===== config.mk =====
export PLATFORM = sky130hd
export DESIGN_NAME = hbfc_top
export DESIGN_NICKNAME = d
export VERILOG_FILES = /design/src/hbfc_pkg.sv /design/src/hbfc_top.sv
export SDC_FILE = /design/constraint.sdc
export NUM_CORES = 1
export LEC_CHECK = 0
export ABC_AREA = 1
export BUFFER_PORTS_ARGS = -buffer_cell sky130_fd_sc_hd__buf_2
export CAP_MARGIN = 10
export CORE_UTILIZATION = 38
export DETAILED_ROUTE_END_ITERATION = 10
export PLACE_DENSITY_LB_ADDON = 0.12
export RECOVER_POWER = 50
export REMOVE_ABC_BUFFERS = 1
export SYNTH_ARGS = -nofsm -noshare
export SYNTH_HDL_FRONTEND = slang
export SYNTH_SLANG_ARGS = --single-unit

===== constraint.sdc =====
create_clock -name core_clk_i -period 2.2 [get_ports core_clk_i]
set_input_delay 0.44 -clock core_clk_i [delete_from_list [all_inputs] [get_ports core_clk_i]]
set_output_delay 0.44 -clock core_clk_i [all_outputs]
set_load 0.05 [all_outputs]

===== src/hbfc_pkg.sv =====
/*
  Constants shared by the full-bridge fault and chopper control block:
  register map, field positions, reset values, timing figures and state codes.
  Assumes a 20 MHz core clock and a 10 MHz reference oscillator.
*/
package hbfc_pkg;

  // ----------------------------------------------------------------
  // Timing
  // ----------------------------------------------------------------
  localparam int CORE_PERIOD_NS = 50;
  localparam int OSC_PERIOD_NS = 100;
  localparam int OSC_PER_TICK = 4;
  localparam int DISCHARGE_TICKS = 39;
  localparam int DISCHARGE_CYCLES =
    (DISCHARGE_TICKS * OSC_PER_TICK * OSC_PERIOD_NS) / CORE_PERIOD_NS;
  localparam int MIN_CHARGE_NS = 1700;
  localparam int MIN_CHARGE_CYCLES = (MIN_CHARGE_NS + CORE_PERIOD_NS - 1) / CORE_PERIOD_NS;
  localparam int DEAD_TIME_NS = 500;
  localparam int DEAD_CYCLES = (DEAD_TIME_NS + CORE_PERIOD_NS - 1) / CORE_PERIOD_NS;

  localparam int CNT_W = 24;
  localparam int PH_W = 9;
  localparam int DT_W = 8;

  // ----------------------------------------------------------------
  // Register map (byte addresses) and fields
  // ----------------------------------------------------------------
  localparam logic [7:0] ADDR_CTRL = 8'h00;
  localparam logic [7:0] ADDR_STOP = 8'h04;
  localparam logic [7:0] ADDR_DETECT = 8'h08;
  localparam logic [7:0] ADDR_DEAD = 8'h0C;
  localparam logic [7:0] ADDR_STATUS = 8'h10;

  localparam int CTRL_CHOP_EN_BIT = 0;
  localparam logic CTRL_CHOP_EN_RST = 1'b1;
  localparam logic [DT_W-1:0] DEAD_RST = DT_W'(DEAD_CYCLES);

  localparam int ST_STATE_LSB = 0;
  localparam int ST_PHASE_BIT = 4;
  localparam int ST_HI_LSB = 8;
  localparam int ST_LO_LSB = 10;
  localparam int ST_PIN_LSB = 16;

  // Synchronised pin vector positions
  localparam int PIN_SLEEP_N = 0;
  localparam int PIN_SEL_A = 1;
  localparam int PIN_SEL_B = 2;
  localparam int PIN_MOTOR_UV = 3;
  localparam int PIN_LOGIC_UV = 4;
  localparam int PIN_THERMAL = 5;
  localparam int PIN_OC_LSB = 6;
  localparam int PIN_STOP_GND = 10;
  localparam int PIN_SENSE = 11;
  localparam int PIN_FAULT = 12;
  localparam int PIN_W = 13;

  // ----------------------------------------------------------------
  // States
  // ----------------------------------------------------------------
  typedef enum logic [2:0] {
    HBFC_STANDBY = 3'b000,
    HBFC_RUN = 3'b001,
    HBFC_UVLO = 3'b010,
    HBFC_THERMAL = 3'b011,
    HBFC_OVERCUR = 3'b100
  } hbfc_fault_t;

  typedef enum logic [0:0] {
    HBFC_CHARGE = 1'b0,
    HBFC_DISCHARGE = 1'b1
  } hbfc_phase_t;

  typedef enum logic [1:0] {
    HBFC_LEG_OFF = 2'b00,
    HBFC_LEG_HIGH = 2'b01,
    HBFC_LEG_LOW = 2'b10
  } hbfc_leg_t;

endpackage : hbfc_pkg


===== src/hbfc_top.sv =====
/*
  Full-bridge control logic: drive decode, dead time per leg, fault state
  machine (undervoltage, thermal, overcurrent, standby), peak-current chopper
  and an APB register slave.
  Assumes analog comparators deliver level indications on pins, asynchronous
  to core_clk_i, and that the output stage turns gate levels into leg states.
*/
`timescale 1ns/100ps
module hbfc_top #(
  parameter logic [hbfc_pkg::CNT_W-1:0] STOP_CYCLES_RST = 24'h00_4E20,
  parameter logic [hbfc_pkg::CNT_W-1:0] DETECT_CYCLES_RST = 24'h00_0028
) (
  input wire logic core_clk_i,
  input wire logic rst_n_i,
  input wire logic psel_i,
  input wire logic penable_i,
  input wire logic pwrite_i,
  input wire logic [7:0] paddr_i,
  input wire logic [31:0] pwdata_i,
  output logic [31:0] prdata_o,
  output logic pready_o,
  output logic pslverr_o,
  input wire logic sleep_select_low_n_i,
  input wire logic drive_select_a_i,
  input wire logic drive_select_b_i,
  input wire logic motor_supply_low_i,
  input wire logic logic_supply_low_i,
  input wire logic thermal_trip_i,
  input wire logic [3:0] overcurrent_i,
  input wire logic stop_pin_grounded_i,
  input wire logic sense_voltage_over_i,
  input wire logic fault_pin_i,
  output logic fault_o,
  output logic fault_oe_o,
  output logic [1:0] bridge_leg_hi_o,
  output logic [1:0] bridge_leg_lo_o
);

  // ----------------------------------------------------------------
  // Pin synchronisers
  // ----------------------------------------------------------------
  logic [hbfc_pkg::PIN_W-1:0] pin_meta_reg;
  logic [hbfc_pkg::PIN_W-1:0] pin_reg;
  logic [hbfc_pkg::PIN_W-1:0] pin_raw;

  assign pin_raw = {fault_pin_i, sense_voltage_over_i, stop_pin_grounded_i, overcurrent_i,
                    thermal_trip_i, logic_supply_low_i, motor_supply_low_i,
                    drive_select_b_i, drive_select_a_i, sleep_select_low_n_i};

  // Two stages; only pin_reg is read by logic
  always_ff @(posedge core_clk_i or negedge rst_n_i) begin
    if (!rst_n_i) begin
      pin_meta_reg <= '0;
      pin_reg <= '0;
    end else begin
      pin_meta_reg <= pin_raw;
      pin_reg <= pin_meta_reg;
    end
  end

  logic sleep_n;
  logic sel_a;
  logic sel_b;
  logic uv_any;
  logic hot;
  logic oc_any;
  logic stop_gnd;
  logic sense_over;

  assign sleep_n = pin_reg[hbfc_pkg::PIN_SLEEP_N];
  assign sel_a = pin_reg[hbfc_pkg::PIN_SEL_A];
  assign sel_b = pin_reg[hbfc_pkg::PIN_SEL_B];
  assign uv_any = pin_reg[hbfc_pkg::PIN_MOTOR_UV] | pin_reg[hbfc_pkg::PIN_LOGIC_UV];
  assign hot = pin_reg[hbfc_pkg::PIN_THERMAL];
  assign oc_any = |pin_reg[hbfc_pkg::PIN_OC_LSB +: 4];
  assign stop_gnd = pin_reg[hbfc_pkg::PIN_STOP_GND];
  assign sense_over = pin_reg[hbfc_pkg::PIN_SENSE];

  // ----------------------------------------------------------------
  // APB registers
  // ----------------------------------------------------------------
  logic chop_en_reg;
  logic [hbfc_pkg::CNT_W-1:0] stop_cycles_reg;
  logic [hbfc_pkg::CNT_W-1:0] detect_cycles_reg;
  logic [hbfc_pkg::DT_W-1:0] dead_cycles_reg;
  logic [31:0] status_word;
  logic [31:0] rdata_next;
  logic addr_hit;
  logic apb_write;

  hbfc_pkg::hbfc_fault_t fault_reg;
  hbfc_pkg::hbfc_phase_t phase_reg;

  always_comb begin
    status_word = '0;
    status_word[hbfc_pkg::ST_STATE_LSB +: 3] = fault_reg;
    status_word[hbfc_pkg::ST_PHASE_BIT] = phase_reg;
    status_word[hbfc_pkg::ST_HI_LSB +: 2] = bridge_leg_hi_o;
    status_word[hbfc_pkg::ST_LO_LSB +: 2] = bridge_leg_lo_o;
    status_word[hbfc_pkg::ST_PIN_LSB +: hbfc_pkg::PIN_W] = pin_reg;
  end

  // Address decode; unmapped offsets read zero and raise pslverr
  always_comb begin
    addr_hit = 1'b1;
    rdata_next = '0;
    case (paddr_i)
      hbfc_pkg::ADDR_CTRL: rdata_next[hbfc_pkg::CTRL_CHOP_EN_BIT] = chop_en_reg;
      hbfc_pkg::ADDR_STOP: rdata_next[hbfc_pkg::CNT_W-1:0] = stop_cycles_reg;
      hbfc_pkg::ADDR_DETECT: rdata_next[hbfc_pkg::CNT_W-1:0] = detect_cycles_reg;
      hbfc_pkg::ADDR_DEAD: rdata_next[hbfc_pkg::DT_W-1:0] = dead_cycles_reg;
      hbfc_pkg::ADDR_STATUS: rdata_next = status_word;
      default: addr_hit = 1'b0;
    endcase
  end

  // Answer is set up in the setup cycle so the access phase is always one cycle
  always_ff @(posedge core_clk_i or negedge rst_n_i) begin
    if (!rst_n_i) begin
      pready_o <= 1'b0;
      pslverr_o <= 1'b0;
      prdata_o <= '0;
    end else begin
      pready_o <= psel_i & ~penable_i;
      pslverr_o <= psel_i & ~penable_i & ~addr_hit;
      prdata_o <= (psel_i & ~penable_i & ~pwrite_i) ? rdata_next : 32'h0000_0000;
    end
  end

  assign apb_write = psel_i & penable_i & pready_o & pwrite_i;

  // Writable configuration; status is read-only
  always_ff @(posedge core_clk_i or negedge rst_n_i) begin
    if (!rst_n_i) begin
      chop_en_reg <= hbfc_pkg::CTRL_CHOP_EN_RST;
      stop_cycles_reg <= STOP_CYCLES_RST;
      detect_cycles_reg <= DETECT_CYCLES_RST;
      dead_cycles_reg <= hbfc_pkg::DEAD_RST;
    end else if (apb_write) begin
      case (paddr_i)
        hbfc_pkg::ADDR_CTRL: chop_en_reg <= pwdata_i[hbfc_pkg::CTRL_CHOP_EN_BIT];
        hbfc_pkg::ADDR_STOP: stop_cycles_reg <= pwdata_i[hbfc_pkg::CNT_W-1:0];
        hbfc_pkg::ADDR_DETECT: detect_cycles_reg <= pwdata_i[hbfc_pkg::CNT_W-1:0];
        hbfc_pkg::ADDR_DEAD: dead_cycles_reg <= pwdata_i[hbfc_pkg::DT_W-1:0];
        default: ;
      endcase
    end
  end

  // ----------------------------------------------------------------
  // Fault state machine
  // ----------------------------------------------------------------
  logic [hbfc_pkg::CNT_W-1:0] off_cnt_reg;
  logic [hbfc_pkg::CNT_W-1:0] oc_cnt_reg;
  logic stop_elapsed;

  // Outputs must stay off strictly longer than the programmed stop interval
  assign stop_elapsed = off_cnt_reg > stop_cycles_reg;

  // Overcurrent persistence counter; brief spikes below the detect count are ignored
  always_ff @(posedge core_clk_i or negedge rst_n_i) begin
    if (!rst_n_i) begin
      oc_cnt_reg <= '0;
    end else if (oc_any && fault_reg == hbfc_pkg::HBFC_RUN) begin
      if (oc_cnt_reg != {hbfc_pkg::CNT_W{1'b1}}) begin
        oc_cnt_reg <= oc_cnt_reg + 1'b1;
      end
    end else begin
      oc_cnt_reg <= '0;
    end
  end

  // Off-time counter runs while latched in a trip state, saturating
  always_ff @(posedge core_clk_i or negedge rst_n_i) begin
    if (!rst_n_i) begin
      off_cnt_reg <= '0;
    end else if (fault_reg == hbfc_pkg::HBFC_THERMAL || fault_reg == hbfc_pkg::HBFC_OVERCUR) begin
      if (off_cnt_reg != {hbfc_pkg::CNT_W{1'b1}}) begin
        off_cnt_reg <= off_cnt_reg + 1'b1;
      end
    end else begin
      off_cnt_reg <= '0;
    end
  end

  // Priority: standby, undervoltage, thermal, overcurrent
  always_ff @(posedge core_clk_i or negedge rst_n_i) begin
    if (!rst_n_i) begin
      fault_reg <= hbfc_pkg::HBFC_STANDBY;
    end else if (!sleep_n) begin
      fault_reg <= hbfc_pkg::HBFC_STANDBY;
    end else begin
      case (fault_reg)
        hbfc_pkg::HBFC_STANDBY: fault_reg <= hbfc_pkg::HBFC_RUN;
        hbfc_pkg::HBFC_RUN: begin
          if (uv_any) begin
            fault_reg <= hbfc_pkg::HBFC_UVLO;
          end else if (hot) begin
            fault_reg <= hbfc_pkg::HBFC_THERMAL;
          end else if (oc_any && oc_cnt_reg >= detect_cycles_reg) begin
            fault_reg <= hbfc_pkg::HBFC_OVERCUR;
          end
        end
        hbfc_pkg::HBFC_UVLO: begin
          if (!uv_any) begin
            fault_reg <= hbfc_pkg::HBFC_RUN;
          end
        end
        hbfc_pkg::HBFC_THERMAL: begin
          if (!stop_gnd && !hot && stop_elapsed) begin
            fault_reg <= hbfc_pkg::HBFC_RUN;
          end
        end
        hbfc_pkg::HBFC_OVERCUR: begin
          if (!stop_gnd && stop_elapsed) begin
            fault_reg <= hbfc_pkg::HBFC_RUN;
          end
        end
        default: fault_reg <= hbfc_pkg::HBFC_STANDBY;
      endcase
    end
  end

  // Open-drain fault pin: pulled low only while running normally
  always_ff @(posedge core_clk_i or negedge rst_n_i) begin
    if (!rst_n_i) begin
      fault_oe_o <= 1'b0;
    end else begin
      // Live sleep, undervoltage and thermal pins also release, so a one-cycle pass through run never shows ok
      fault_oe_o <= (fault_reg == hbfc_pkg::HBFC_RUN) && sleep_n && !uv_any && !hot;
    end
  end

  assign fault_o = 1'b0;

  // ----------------------------------------------------------------
  // Peak-current chopper
  // ----------------------------------------------------------------
  logic running;
  logic driving;
  logic [hbfc_pkg::PH_W-1:0] phase_cnt_reg;

  // Gating on the live pins stops a leg firing for one cycle on the way into standby, undervoltage or thermal trip
  assign running = (fault_reg == hbfc_pkg::HBFC_RUN) && sleep_n && !uv_any && !hot;
  assign driving = running && chop_en_reg && (sel_a ^ sel_b);

  // Discharge ignores the comparator until its full count ends
  always_ff @(posedge core_clk_i or negedge rst_n_i) begin
    if (!rst_n_i) begin
      phase_reg <= hbfc_pkg::HBFC_CHARGE;
      phase_cnt_reg <= '0;
    end else if (!driving) begin
      phase_reg <= hbfc_pkg::HBFC_CHARGE;
      phase_cnt_reg <= '0;
    end else if (phase_reg == hbfc_pkg::HBFC_CHARGE) begin
      if (sense_over && phase_cnt_reg >= hbfc_pkg::PH_W'(hbfc_pkg::MIN_CHARGE_CYCLES - 1)) begin
        phase_reg <= hbfc_pkg::HBFC_DISCHARGE;
        phase_cnt_reg <= '0;
      end else if (phase_cnt_reg < hbfc_pkg::PH_W'(hbfc_pkg::MIN_CHARGE_CYCLES - 1)) begin
        phase_cnt_reg <= phase_cnt_reg + 1'b1;
      end
    end else if (phase_cnt_reg == hbfc_pkg::PH_W'(hbfc_pkg::DISCHARGE_CYCLES - 1)) begin
      phase_cnt_reg <= '0;
      phase_reg <= sense_over ? hbfc_pkg::HBFC_DISCHARGE : hbfc_pkg::HBFC_CHARGE;
    end else begin
      phase_cnt_reg <= phase_cnt_reg + 1'b1;
    end
  end

  // ----------------------------------------------------------------
  // Drive decode
  // ----------------------------------------------------------------
  hbfc_pkg::hbfc_leg_t leg_req [2];

  // Select pins pass straight through, so host PWM alternates drive and brake
  always_comb begin
    leg_req[0] = hbfc_pkg::HBFC_LEG_OFF;
    leg_req[1] = hbfc_pkg::HBFC_LEG_OFF;
    if (!running) begin
      leg_req[0] = hbfc_pkg::HBFC_LEG_OFF;
      leg_req[1] = hbfc_pkg::HBFC_LEG_OFF;
    end else if (phase_reg == hbfc_pkg::HBFC_DISCHARGE) begin
      leg_req[0] = hbfc_pkg::HBFC_LEG_LOW;
      leg_req[1] = hbfc_pkg::HBFC_LEG_LOW;
    end else begin
      case ({sel_a, sel_b})
        2'b11: begin
          leg_req[0] = hbfc_pkg::HBFC_LEG_LOW;
          leg_req[1] = hbfc_pkg::HBFC_LEG_LOW;
        end
        2'b01: begin
          leg_req[0] = hbfc_pkg::HBFC_LEG_LOW;
          leg_req[1] = hbfc_pkg::HBFC_LEG_HIGH;
        end
        2'b10: begin
          leg_req[0] = hbfc_pkg::HBFC_LEG_HIGH;
          leg_req[1] = hbfc_pkg::HBFC_LEG_LOW;
        end
        default: begin
          leg_req[0] = hbfc_pkg::HBFC_LEG_OFF;
          leg_req[1] = hbfc_pkg::HBFC_LEG_OFF;
        end
      endcase
    end
  end

  // ----------------------------------------------------------------
  // Dead time per leg
  // ----------------------------------------------------------------
  // Turn-off is immediate; turn-on waits until both gates have been off for
  // the dead count. This costs one dead interval whenever a leg changes from one gate to the other,
  // but never lets a stale gate overlap its partner.
  for (genvar g = 0; g < 2; g++) begin : g_leg
    logic [hbfc_pkg::DT_W-1:0] dead_cnt_reg;
    logic want_hi;
    logic want_lo;
    logic gates_off;

    assign want_hi = leg_req[g] == hbfc_pkg::HBFC_LEG_HIGH;
    assign want_lo = leg_req[g] == hbfc_pkg::HBFC_LEG_LOW;
    assign gates_off = !bridge_leg_hi_o[g] && !bridge_leg_lo_o[g];

    always_ff @(posedge core_clk_i or negedge rst_n_i) begin
      if (!rst_n_i) begin
        dead_cnt_reg <= '0;
      end else if (!gates_off) begin
        dead_cnt_reg <= '0;
      end else if (dead_cnt_reg != {hbfc_pkg::DT_W{1'b1}}) begin
        dead_cnt_reg <= dead_cnt_reg + 1'b1;
      end
    end

    always_ff @(posedge core_clk_i or negedge rst_n_i) begin
      if (!rst_n_i) begin
        bridge_leg_hi_o[g] <= 1'b0;
        bridge_leg_lo_o[g] <= 1'b0;
      end else if ((bridge_leg_hi_o[g] && !want_hi) || (bridge_leg_lo_o[g] && !want_lo)) begin
        bridge_leg_hi_o[g] <= 1'b0;
        bridge_leg_lo_o[g] <= 1'b0;
      end else if (gates_off && dead_cnt_reg >= dead_cycles_reg) begin
        bridge_leg_hi_o[g] <= want_hi;
        bridge_leg_lo_o[g] <= want_lo;
      end
    end
  end

endmodule : hbfc_top


* Yosys cells after proc, flatten, opt, wreduce, memory -nomap -nowiden
Index checks and enable logic that the tools add are counted.
Word-level totals: flip-flop bits (word level) 199, input bits 58, output and inout port bits 40, logic and storage cells 159
Operators by class: add/subtract/negate cells 5, magnitude comparators 6, equal/unequal tests 29, mux-type cells 43, bitwise logic cells 11, reduce and logical (&&, ||, !) cells 44
Operator list (count):
- $mux 24 | 4
- $add 24x1->24 const B | 2
- $ne 24x24->1 const B | 2
- $pmux 16 s3 | 1
- $mux 9 | 5
- $mux 32 | 1
- $mux 8 | 4
- $pmux 7 s4 | 1
- $ge 24x24->1 | 1
- $gt 24x24->1 | 1
- $mux 3 | 7
- $logic_and 1x1->1 | 19
- $add 8x1->8 const B | 2
- $eq 8x4->1 const B | 2
- $ge 8x8->1 | 2
- $ne 8x8->1 const B | 2
- $pmux 3 s5 | 1
- $mux 1 | 14
- $pmux 4 s3 | 1
- $logic_not 1->1 | 11
- $add 9x1->9 const B | 1
- $eq 9x9->1 const B | 1
- $ge 9x6->1 const B | 1
- $lt 9x6->1 const B | 1
- other kinds (27) | 51

* Logic depth before layout (Yosys ltp)
word-level depth 10, depth in mapped cells 16, depth with buffers taken out 16

* Least setup slack after synthesis
Ideal clock, no wire load.
path type register to register, start point register stop_cycles_reg[14] in the netlist's numbering, end point register fault_reg[1], library setup time 0.117 ns, arrival 1.718 ns, required time 2.083 ns, setup slack 0.365 ns, cell stages (with the launch flop) 14, buffers on the path 0, clock period less this slack 1.835 ns, path through dfstp_2 > inv_1 > ha_1 > nand2_1 > nor2_1 > nand4_1 > nor2_1 > nand2_1 > nand3_1 > nand2_1 > a21oi_1 > nand2_1 > nand2_1 > nand2_1
On the way: longest elaborated chain between the ends 4, elaborated cells between the ends (all ways) 6, classes of those cells order compare: 1; eq/ne: 2; reduce/logical: 3
Ends and longest elaborated chain:
- from (decl) | line hbfc_top.sv:83 | logic [hbfc_pkg::CNT_W-1:0] stop_cycles_reg;
- from (signal assigned) | line hbfc_top.sv:142 | hbfc_pkg::ADDR_STOP: stop_cycles_reg <= pwdata_i[hbfc_pkg::CNT_W-1:0];
- $gt 24x24->1 * | line hbfc_top.sv:158 | assign stop_elapsed = off_cnt_reg > stop_cycles_reg;
- $logic_and 1x1->1 (on tied branches) | line hbfc_top.sv:215, hbfc_top.sv:210
- $ne 3x2->1 (no source line)
- $reduce_and 4->1 (no source line) *
- to (signal assigned) | line hbfc_top.sv:211 | fault_reg <= hbfc_pkg::HBFC_RUN;
- to (signal assigned) | line hbfc_top.sv:216 | fault_reg <= hbfc_pkg::HBFC_RUN;
- to (signal assigned) | line hbfc_top.sv:219 | default: fault_reg <= hbfc_pkg::HBFC_STANDBY;
- to (decl) | line hbfc_top.sv:91 | hbfc_pkg::hbfc_fault_t fault_reg;
Every way passes the cells marked *; elsewhere a longest branch is shown, timed or not. A chain may end at the register's enable or synchronous reset.

* Worst setup path after layout
Ends and elaborated chain as after synthesis.

==> summary.txt <==
Yosys
  – Synth top cells by count: nand2_1, inv_1, dfrtp_1, nor2_1, o21ai_0
  – Top post-synthesis cells by area: dfrtp_1, nand2_1, ha_1
  – Area leader, netlist: dfrtp_1
  – Sequential-to-total area share from yosys stat: 0.467
  – Synth Flop Type: dfrtp_1
  – Mean Syn Cell Area: about 8.1 um2
  – Mapped Cells: around 1300
  – Most frequent cell after synthesis: nand2_1
  – YS warnings: 0
  – Synth top area share: 0.442
  – Unique masters post-synth: slightly above 50
  – Seq cells post-synth: 196
  – Share of flip-flops with an asynchronous set or reset: 1.00
  – Synth Cell Area: roughly 11000 um2
  – Post-synth EDFFs: 0

Layout
  – Share of layout cells above drive strength 1: 0.133
  – Area delta synth->final: 15.8%
  – Max reg flops: 29
  – N_diodes: 0
  – Largest register by flop count: prdata_o
  – Util after Layout: 0.450
  – Layout net count: 1545

Placement
  – Pre-CTS WS: about 0.11 ns
  – Number of port buffers: 85
  – Routability cong.: around 0.9
  – Dpl hpwl: 21.6 mm

Clocking
  – Clock slew at reported path FFs: 0.08 ns
  – Clk Latency, worst-skew pair: 0.45 ns
  – Clock sinks: 196
  – H-tree depth: 4
  – CTS buffer count: 17
  – Max Root-Sink Buffers: 2
  – CTS tree: yes
  – CTS root buf: clkbuf_16

Setup path
  – R2R setup slack: ~0.16 ns
  – Kind of end point of the critical path: flip-flop
  – CP Cell Sequence: inv_1, ha_1, nand2_1, nor2_2, nand4_1, nor2_2, nand2_1, nand3_2, nand2_2, a21oi_2, nand2_1, nand2_1, nand2_1
  – Critical path arrival: between 2 and 2.5 ns
  – Max incr delay on CP: ~0.56 ns
  – CP max stage cell: dfstp_2
  – Worst path most repeated cell: nand2_1
  – Startpoint Class: flip-flop
  – Worst EP required: between 2 and 3 ns
  – Cell family with most CP delay: simple AND/OR/NAND/NOR gates
  – Worst Path Buf+Inv: 1
  – Worst Path Max Fanout: 3
  – Setup Crit Path Kind: reg2reg

Power
  – Switching Share: 0.308
  – Psw: approximately 2.6 mW
  – PD cells: approximately 690 nW/um2
  – Register share of total power: 0.478
  – VDD IR max: around 0.00051 V
  – Total Power: around 8.4 mW
  – Logic pwr share: 0.163
  – Internal: between 5 and 6 mW
  – P_leak: 5.82 nW
  – Clk pwr share: 0.359

STA
  – Worst Slack Setup Final: around 0.16 ns
  – TNS Setup: 0 ns
  – Period utilization: 0.929
  – FMAX: 489 MHz
  – WHS: 0.0933 ns
  – Tmin final: between 2 and 2.5 ns
  – Worst-margin pin slew: 1.46 ns
  – Worst clock skew: 0.0143 ns
  – Slew Limit Fails: 0
  – Number of hold violations in the final report: 0
  – Final setup violation count: 0
  – Slew margin rel.: 0.0277

Outcome
  – Run status: completed

Die
  – Core box area: between 20000 and 30000 um2
  – Die width: about 170 um
  – Num rows: 60
  – Die height: approximately 170 um
  – Die Area: 28400 um2
  – Top Ports: between 90 and 100
  – Starting density of the core: 0.389

Worst hold path
  – Hold Path Class: in2reg

Global routing
  – Largest net degree at the start of global routing: 51
  – First-pass GRT wire length: 44.4 mm
  – Grt total ovfl: 0
  – Vias in the first global route: 8531
  – Initial antenna violation count: 0
  – All-layer global routing usage: 0.203

Job
  – Max-Cap Viols: 0

Drt
  – DR iter-0 viols: between 400 and 500
  – Vias: between 8000 and 9000
  – Per-cell routed wire length: 15.3 um
  – DRC Markers: 0
  – Drt pass-1 iters: 7
  – Via density: 4.90
  – ANT nets after route: 0
  – Drt total wl: about 27 mm
## worst register-to-register path, stage by stage (launching register included)
cell	delay, ns
dfstp_2	0.56
inv_1	0.05
ha_1	0.27
nand2_1	0.08
nor2_2	0.11
nand4_1	0.12
nor2_2	0.15
nand2_1	0.08
nand3_2	0.07
nand2_2	0.06
a21oi_2	0.19
nand2_1	0.10
nand2_1	0.07
nand2_1	0.05
## metal layers
| layer | global-route usage | wire, um |
|---|---|---|
| met1 | 0.275 | 13000 |
| met2 | 0.341 | 13500 |
| met3 | 0.0297 | 721 |
| met4 | 0.0486 | 273 |
| met5 | 0 | 0 |
## area by class of cell
| type | instances | area, um2 |
|---|---|---|
| flip-flops and latches | 196 | 4920 |
| inverters | 218 | 818 |
| fillers | 2761 | 14900 |
| well taps | 372 | 465 |
| clock buffers | 18 | 429 |
| multi-input cells | 857 | 4700 |
| repair buffers | 123 | 751 |
| clock inverters | 14 | 123 |
## kinds of logic (layout without fill, tap and decap cells)
group,count (synthesis),after routing,synth area share
flops,196,196,0.467
fa+ha+maj,74,74,0.0879
other cells,1,4,0.000356
compound gates,244,244,0.130
mux,1,1,0.000950
buf+inv,244,373,0.0904
xor+xnor,9,9,0.00748
simple gates,525,525,0.216
## per-stage QoR
step,std cells,cell area [um2]
after floorplan,1271,10400
after detailed placement,1764,11600
final,1798,12200
after global routing,1798,12200
after CTS,1797,12200
after global placement,1764,11600
## cell usage in the layout, fill, tap and decap left out, types with 5 or more instances in the layout
cell	Yosys	layout
ha_1	74	74
clkbuf_16	0	17
nand2_1	257	256
nor4_1	12	12
dfstp_2	10	10
xnor2_1	5	5
o21ai_1	6	6
buf_4	4	32
inv_1	213	213
a221oi_1	5	5
nor3_1	37	37
a22oi_1	5	5
dfrtp_1	186	186
o21ai_0	95	95
nand3_1	45	44
inv_2	5	5
o22ai_1	16	16
nor2_1	122	119
nand4_1	33	33
buf_2	11	84
a21oi_1	87	86
## power groups by stage
stage / Sequential, mW / Combinational [mW] / Clock [mW]
after floorplan: 4.02 / 0.932 / 0
after global placement: 4.07 / 1.34 / 0
after detailed placement: 4.07 / 1.38 / 0
after CTS: 4.01 / 1.38 / 3.11
after global routing: 4.04 / 1.60 / 3.24
final: 4.01 / 1.37 / 3.01
## what timing repair did
action	in CTS	in global routing
endpoints found under the hold margin	40	0
hold buffers	1	0
resized for setup	0	6
setup buffers	0	1
endpoints found under the setup margin	0	3
## final timing paths
kind / start / end / cells past startpoint
hold / removal: motor_supply_low_i / pin_meta_reg[3]$_DFF_PN0_ / 1
hold reg to reg: pin_meta_reg[6]$_DFF_PN0_ / pin_reg[6]$_DFF_PN0_ / 0
max in group asynchronous: rst_n_i / detect_cycles_reg[3]$_DFFE_PN1P_ / 3
setup reg to reg: stop_cycles_reg[14]$_DFFE_PN1P_ / fault_reg[1]$_DFFE_PN0P_ / 13
min in group asynchronous: rst_n_i / g_leg[0].dead_cnt_reg[0]$_DFFE_PN0P_ / 2
setup / recovery: stop_cycles_reg[14]$_DFFE_PN1P_ / fault_reg[1]$_DFFE_PN0P_ / 13
No activity file was read; power rests on OpenSTA's default activity.
